===== config.mk =====
export PLATFORM = sky130hd
export DESIGN_NAME = iqpv_top
export DESIGN_NICKNAME = d
export VERILOG_FILES = /design/src/verilog/iqpv_top.v /design/src/verilog/iqpv_prio_field.v
export VERILOG_INCLUDE_DIRS = /design/src /design/src/verilog
export SDC_FILE = /design/constraint.sdc
export NUM_CORES = 1
export LEC_CHECK = 0
export BUFFER_PORTS_ARGS = -buffer_cell sky130_fd_sc_hd__buf_2
export CORE_UTILIZATION = 39
export CTS_CLUSTER_DIAMETER = 40
export DETAILED_ROUTE_END_ITERATION = 7
export PLACE_DENSITY = 0.82
export SLEW_MARGIN = 20
export SYNTH_ARGS = -nofsm -noshare
export SYNTH_HDL_FRONTEND = slang
export SYNTH_SLANG_ARGS = --single-unit

===== constraint.sdc =====
create_clock -name i_clk -period 1.9 [get_ports i_clk]
set_clock_uncertainty 0.1 [all_clocks]
set_input_delay 0.38 -clock i_clk [delete_from_list [all_inputs] [get_ports i_clk]]
set_output_delay 0.38 -clock i_clk [all_outputs]
set_load 0.01 [all_outputs]

===== src/verilog/iqpv_defines.vh =====
/*
  register offsets, field positions, reset values and codes for the
  interrupt priority and pending vector block.
  assumes a 32-bit apb slave with one aligned word per register.
*/
`ifndef IQPV_DEFINES_VH
`define IQPV_DEFINES_VH

// register byte offsets
`define IQPV_OFF_PRIO 12'h000
`define IQPV_OFF_STAT 12'h004
`define IQPV_ADDR_W 12

// priority register fields
`define IQPV_CH7_LSB 4
`define IQPV_CH7_MSB 6
`define IQPV_CH6_LSB 0
`define IQPV_CH6_MSB 2
`define IQPV_PRIO_RST 3'h4
`define IQPV_PRIO_OFF 3'h0
`define IQPV_PRIO_TOP 3'h7

// status register fields
`define IQPV_VEC_LSB 0
`define IQPV_VEC_MSB 6
`define IQPV_LVL_LSB 8
`define IQPV_LVL_MSB 11
`define IQPV_VEC_TOP 7'h3f
`define IQPV_VEC_RST 7'h00
`define IQPV_LVL_RST 4'h0

`endif


===== src/verilog/iqpv_top.v =====
/*
  interrupt priority fields for dma channels 6 and 7 plus the
  read-only cpu level and pending vector status, on an apb slave.
  assumes the arbiter supplies the level and vector synchronously.
*/
// Added by the designer: the APB interface to the registers and the register offsets.
// Behaviour
// - bits 6 to 4 of the priority register hold the channel 7 completion priority.
// - a code of 111 is level 7, the highest, down to 001 meaning level 1.
// - status bits 6 to 0 show the read-only pending vector number.
// - vector code 0111111 means vector 135 and the field resets to zero.
// - every priority field resets to level 4.
`timescale 1ns/1ps
`include "iqpv_defines.vh"

module iqpv_top (
  // clock and reset
  input wire i_clk,
  input wire i_rst_n,
  // apb slave
  input wire i_psel,
  input wire i_penable,
  input wire i_pwrite,
  input wire [11:0] i_paddr,
  input wire [31:0] i_pwdata,
  input wire [3:0] i_pstrb,
  output wire o_pready,
  output wire [31:0] o_prdata,
  output wire o_pslverr,
  // completion sources
  input wire i_chan6_done,
  input wire i_chan7_done,
  // arbiter status
  input wire [3:0] i_new_cpu_level,
  input wire [6:0] i_pending_vector_number,
  input wire i_status_load,
  // gated requests and their levels
  output wire o_chan6_req,
  output wire o_chan7_req,
  output wire [2:0] o_chan6_done_priority,
  output wire [2:0] o_chan7_done_priority
);

  wire acc;
  wire hit_prio;
  wire hit_stat;
  wire wr_prio;
  wire [15:0] prio_word;
  wire [15:0] stat_word;
  reg [31:0] rdata_q;
  reg [6:0] vec_q;
  reg [3:0] lvl_q;

  // bus decode, zero wait states
  assign acc = i_psel && i_penable;
  assign hit_prio = (i_paddr == `IQPV_OFF_PRIO);
  assign hit_stat = (i_paddr == `IQPV_OFF_STAT);
  assign wr_prio = acc && i_pwrite && hit_prio && i_pstrb[0];
  assign o_pready = 1'b1;
  assign o_pslverr = acc && !(hit_prio || (hit_stat && !i_pwrite));

  // channel 7 field at bits 6..4
  iqpv_prio_field u_ch7 (
    .i_clk(i_clk),
    .i_rst_n(i_rst_n),
    .i_wr(wr_prio),
    .i_wdata(i_pwdata[`IQPV_CH7_MSB:`IQPV_CH7_LSB]),
    .i_src_req(i_chan7_done),
    .o_prio(o_chan7_done_priority),
    .o_req(o_chan7_req)
  );

  // channel 6 field at bits 2..0
  iqpv_prio_field u_ch6 (
    .i_clk(i_clk),
    .i_rst_n(i_rst_n),
    .i_wr(wr_prio),
    .i_wdata(i_pwdata[`IQPV_CH6_MSB:`IQPV_CH6_LSB]),
    .i_src_req(i_chan6_done),
    .o_prio(o_chan6_done_priority),
    .o_req(o_chan6_req)
  );

  // status capture from the arbiter, read only
  always @(posedge i_clk or negedge i_rst_n)
  begin
    if (!i_rst_n)
    begin
      vec_q <= `IQPV_VEC_RST;
      lvl_q <= `IQPV_LVL_RST;
    end
    else if (i_status_load)
    begin
      vec_q <= i_pending_vector_number;
      lvl_q <= i_new_cpu_level;
    end
  end

  // unimplemented bits read zero
  assign prio_word = {9'h000, o_chan7_done_priority, 1'b0, o_chan6_done_priority};
  assign stat_word = {4'h0, lvl_q, 1'b0, vec_q};

  // read data registered in the setup cycle
  always @(posedge i_clk or negedge i_rst_n)
  begin
    if (!i_rst_n)
      rdata_q <= 32'h00000000;
    else if (i_psel && !i_penable && !i_pwrite)
    begin
      if (i_paddr == `IQPV_OFF_PRIO)
        rdata_q <= {16'h0000, prio_word};
      else if (i_paddr == `IQPV_OFF_STAT)
        rdata_q <= {16'h0000, stat_word};
      else
        rdata_q <= 32'h00000000;
    end
  end

  assign o_prdata = rdata_q;

endmodule // iqpv_top


===== src/verilog/iqpv_prio_field.v =====
/*
  one 3-bit priority field with reset to level 4 and a request gate.
  assumes writes come as a one-cycle strobe from the bus slave.
*/
`timescale 1ns/1ps
`include "iqpv_defines.vh"

module iqpv_prio_field (
  // clock and reset
  input wire i_clk,
  input wire i_rst_n,
  // write side
  input wire i_wr,
  input wire [2:0] i_wdata,
  // source side
  input wire i_src_req,
  output wire [2:0] o_prio,
  output wire o_req
);

  reg [2:0] prio_q;

  // field storage, level 4 out of reset
  always @(posedge i_clk or negedge i_rst_n)
  begin
    if (!i_rst_n)
      prio_q <= `IQPV_PRIO_RST;
    else if (i_wr)
      prio_q <= i_wdata;
  end

  // code 000 mutes the source
  assign o_req = i_src_req && (prio_q != `IQPV_PRIO_OFF);
  assign o_prio = prio_q;

endmodule // iqpv_prio_field


After elaboration in Yosys (flattened, before gate mapping)
Index checks and enable logic that the tools add are counted.
{"block": "word_totals", "out_inout_bits": 42, "ff_bits": 49}
{"block": "classes", "eq_ne": 1, "reduce_logical": 17, "mux": 2}
{"cell": "12-bit 2-to-1 mux", "count": 2}
{"cell": "12-bit by 3-bit equality test with 1-bit output, second input constant", "count": 1}
{"cell": "12-bit logical NOT", "count": 1}
{"cell": "1-bit logical AND", "count": 10}
{"cell": "3-bit nonzero test", "count": 2}
{"cell": "1-bit logical NOT", "count": 3}
{"cell": "1-bit logical OR", "count": 1}

Logic depth before layout (Yosys ltp)
{"block": "logic_depth", "ltp_word": 5, "ltp_mapped": 4, "ltp_nobuf": 3}

Cells and area by module
A second synthesis with hierarchy kept.
{"block": "unflattened", "hier_cells": 127, "area_unflattened_um2": 1426.4}
{"mod": "iqpv_top", "n_inst": 1, "cells_each": 113, "area_each_um2": 1188.6, "seq_area_each_um2": 550.5}
{"mod": "iqpv_prio_field", "n_inst": 2, "cells_each": 7, "area_each_um2": 118.9, "seq_area_each_um2": 76.3}

Least setup slack after synthesis
No wires, ideal clock.
{"block": "synth_path", "path_type": "input to register", "startpoint": "input i_paddr[10]", "endpoint": "register u_ch6.prio_q[0], in the netlist u_ch6.o_prio[0]", "cell_stages": 3, "slack_ns": -0.060, "path_buffers": 0, "t_arrival_ns": 1.735, "setup_ns": 0.125, "path_cell_list": "or4b_2 -> nor4_4 -> mux2_2"}
{"block": "synth_via", "elab_chain_len": 3}
{"item": "start: declaration", "line": "iqpv_top.v:24", "source": "input wire [11:0] i_paddr,"}
{"item": "12-bit logical NOT (no source line)"}
{"item": "1-bit logical AND (2 in series)", "line": "iqpv_top.v:58", "source": "assign wr_prio = acc && i_pwrite && hit_prio && i_pstrb[0];"}
{"item": "end signal: assignment", "line": "iqpv_prio_field.v:27", "source": "prio_q <= `IQPV_PRIO_RST;"}
{"item": "end signal: assignment", "line": "iqpv_prio_field.v:29", "source": "prio_q <= i_wdata;"}
{"item": "end: declaration", "line": "iqpv_prio_field.v:21", "source": "reg [2:0] prio_q;"}
Every way passes these cells.
A chain may end at the register's enable or synchronous reset.

Final worst setup path
{"block": "layout_path", "startpoint": "input i_paddr[5]", "endpoint": "output o_pslverr"}
{"block": "layout_via", "elab_chain_len": 5}
{"item": "12-bit by 3-bit equality test with 1-bit output (no source line)"}
{"item": "1-bit logical AND", "line": "iqpv_top.v:60", "source": "assign o_pslverr = acc && !(hit_prio || (hit_stat && !i_pwrite));"}
{"item": "1-bit logical OR (*)", "line": "iqpv_top.v:60"}
{"item": "1-bit logical NOT (*)", "line": "iqpv_top.v:60"}
{"item": "1-bit logical AND (*)", "line": "iqpv_top.v:60"}
{"item": "end: declaration", "line": "iqpv_top.v:29", "source": "output wire o_pslverr,"}
Every way passes the cells marked *; elsewhere a longest branch is shown, timed or not.

==> results.cfg <==
[status]
outcome = complete, but fails checks
failed_checks = negative setup slack

[synthesis]
synth-seq-cells = 28
synth_area_leaders = dfrtp_1 46%, mux2_2 13%, buf_4 12%
syn_inst = 119
synth_area_per_cell_um2 = 12.0
yosysTopAreaCellShare = 0.457
synth_top_area_cell = dfrtp_1
ys_types = 20
seq_area_frac_synth = 0.493
ys_warn_count = 0
syn-cell-area_um2 = 1430

[final_layout]
fillers = 336
fin_cells = 228
layout-drive-gt1-share = 0.571
syn_to_final_growth_pct = 26.4
nets = 250
antenna_cells = 0
stdcell_area_um2 = 1800

[placement]
place_area_um2 = 1690
globalplace.congestion = 0.749
port-buffer-count = 57
dpl.hpwl_um = 2170
placed_cells = 221

[hold_path]
hp-start = i_pwdata[2]
hold_path_class = primary input to flop
hold_end = u_ch6.o_prio[2]
hold-path-cell-count = 2

[die]
core_area_um2 = 3420
die_w_um = 62.5
num_rows = 21
die_area_um2 = 3900
io_pins = 109
start_util = 0.417
die_h_um = 62.5

[sta]
worst_slew_pin_slew_ns = 0.602
slew_headroom = 0.599
setup_ws_ns = -0.104
fin_setup_tns_ns = -0.104
holdWs_ns = 0.171
finalHoldViolCount = 0
post-route-min-period_ns = 2.00
rsz0062_at_grt = yes
setup_viol = 1
drv_slew = 0
post-route-period-util = 1.05
fmax_mhz = 499

[global_route]
antenna_found_initial = 0
groute.usage.overall = 0.149
use_met3 = 0.0493
grt_pass1_wl_um = 4530
gr-usage-met1 = 0.175
grt_max_degree = 29
grt_overflow = 0
grt_use_met2 = 0.266
grt.busiest_layer = met2
first_global_vias = 963

[power]
p_switching_mw = 0.259
peakVddDrop_v = 0.000509
p_leak_nw = 0.950
pwr-share-seq = 0.543
switching_share = 0.223
p_int_mw = 0.903
clockPowerShare = 0.329
p_per_area_nw_per_um2 = 645
comb_power_share = 0.128

[clock_network]
clock_sinks = 28
cts_made_buffers = 3
tritoncts = yes
worstSkewPairLatency_ns = 0.32
cts_max_path_buffers = 2
clkTransAtPathRegs_ns = 0.15
root_buffer = clkbuf_4
htree_levels = 1

[worst_setup_path]
crit_type = primary input to output port
startpoint_type = primary input
arrival_ns = 1.52
required_ns = 1.42
endpoint_kind = output port
r2r-end = o_prdata[2]
reg2reg_depth = 2
rrSetupSlack_ns = 0.92
crit_fanout = 2
r2r-start = u_ch6.o_prio[2]

[detailed_routing]
num_vias = 1023
ant_nets = 0
drtIter0Drc = 10
wirelength_um = 2860
via_per_inst = 4.49
drc = 0
wire_per_inst_um = 12.5
drt_pass1_iterations = 4

[run]
maxCapViolCount = 0
## metal layers
metal / part of all wire / vias up
met5: 0 / -
met4: 0.012 / 0
met3: 0.070 / 4
met2: 0.52 / 57
met1: 0.40 / 471
li1: - / 491
## synth_stat cells
library cell and n:
nand2_1 17, or3b_2 1, or4b_2 1, nor4_4 1
clkbuf_1 3, a2111oi_0 1, buf_4 22, conb_1 2
mux2_2 17, o21ai_0 1, or4_4 3, nand4b_1 1
o31a_1 2, mux2i_1 6, or3_1 1, buf_6 1
nor2_1 1, o21ai_2 10, dfrtp_1 26, dfstp_2 2
## sequential cells by signal, summed over array words and instances (netlist names)
register	cells
vec_q	7
lvl_q	4
u_ch7.o_prio	3
u_ch6.o_prio	3
o_prdata	11
## logic make-up after synthesis
kind of cell / share of synthesized area
AO/OA/AOI/OAI: 0.0834
buffers and inverters: 0.132
flip-flops: 0.493
multiplexers: 0.176
other: 0.00527
AND/OR/NAND/NOR: 0.110
## through the flow
step | setup slack, ns | power (mW) | utilization
3_3_place_gp | -0.205 | 0.776 | 0.496
3_5_place_dp | -0.219 | 0.783 | 0.496
4_1_cts | -0.0883 | 1.17 | 0.526
5_1_grt | -0.137 | 1.22 | 0.527
6_report | -0.104 | 1.16 | 0.527
2_1_floorplan | -0.0599 | 0.748 | -
## what timing repair did
item	CTS	global route
resized for setup	4	1
hold buffers	1	0
pin swaps	4	3
setup endpoints to repair	1	2
buffers inserted	2	0
endpoints found under the hold margin	26	0
cloned	0	0
## cell usage in the layout (no fill, tap or decap), drive strengths merged
master / synthesis / layout
mux2: 17 / 17
nand4b: 1 / 1
dlygate4sd3: 0 / 1
bufinv: 0 / 1
clkbuf: 3 / 3
nand2: 17 / 17
or4b: 1 / 1
or3: 1 / 1
o21ai: 11 / 11
a2111oi: 1 / 1
conb: 2 / 22
or4: 3 / 3
buf: 23 / 64
nor2: 1 / 1
dfrtp: 26 / 26
nor4: 1 / 1
mux2i: 6 / 6
dfstp: 2 / 2
o31a: 2 / 2
or3b: 1 / 1
## power by group through the flow
stage / combinational (mW) / sequential, mW / clock, mW
2_1_floorplan: 0.108 / 0.639 / 0
3_3_place_gp: 0.135 / 0.641 / 0
3_5_place_dp: 0.140 / 0.642 / 0
4_1_cts: 0.148 / 0.631 / 0.396
5_1_grt: 0.162 / 0.634 / 0.423
6_report: 0.148 / 0.631 / 0.383
## how the worst max path moves through the flow
stage | slack (ns) | depth (start not counted) | endpoint | from
after floorplan | -0.06 | 3 | u_ch6.o_prio[0] | i_paddr[10]
after global placement | -0.20 | 5 | o_pslverr | i_paddr[5]
after detailed placement | -0.22 | 5 | o_pslverr | i_paddr[5]
after CTS | -0.09 | 5 | o_pslverr | i_paddr[6]
after global routing | -0.14 | 5 | o_pslverr | i_paddr[5]
final | -0.10 | 5 | o_pslverr | i_paddr[5]
## area by class of cell
class,instances,area (um2),share of cell area
tap,46,57.6,0.0319
timing repair buffer,65,360,0.200
multi-input combinational,85,628,0.349
sequential,28,703,0.390
clock buffer,3,22.5,0.0125
clock inverter,1,30.0,0.0167
## critical path, stage by stage
cell and delay (ns):
buf_6 0.09, or4_4 0.56, a2111oi_4 0.29, nor2_1 0.06
buf_2 0.14
Note: power is estimated with default switching activity, not from simulation.
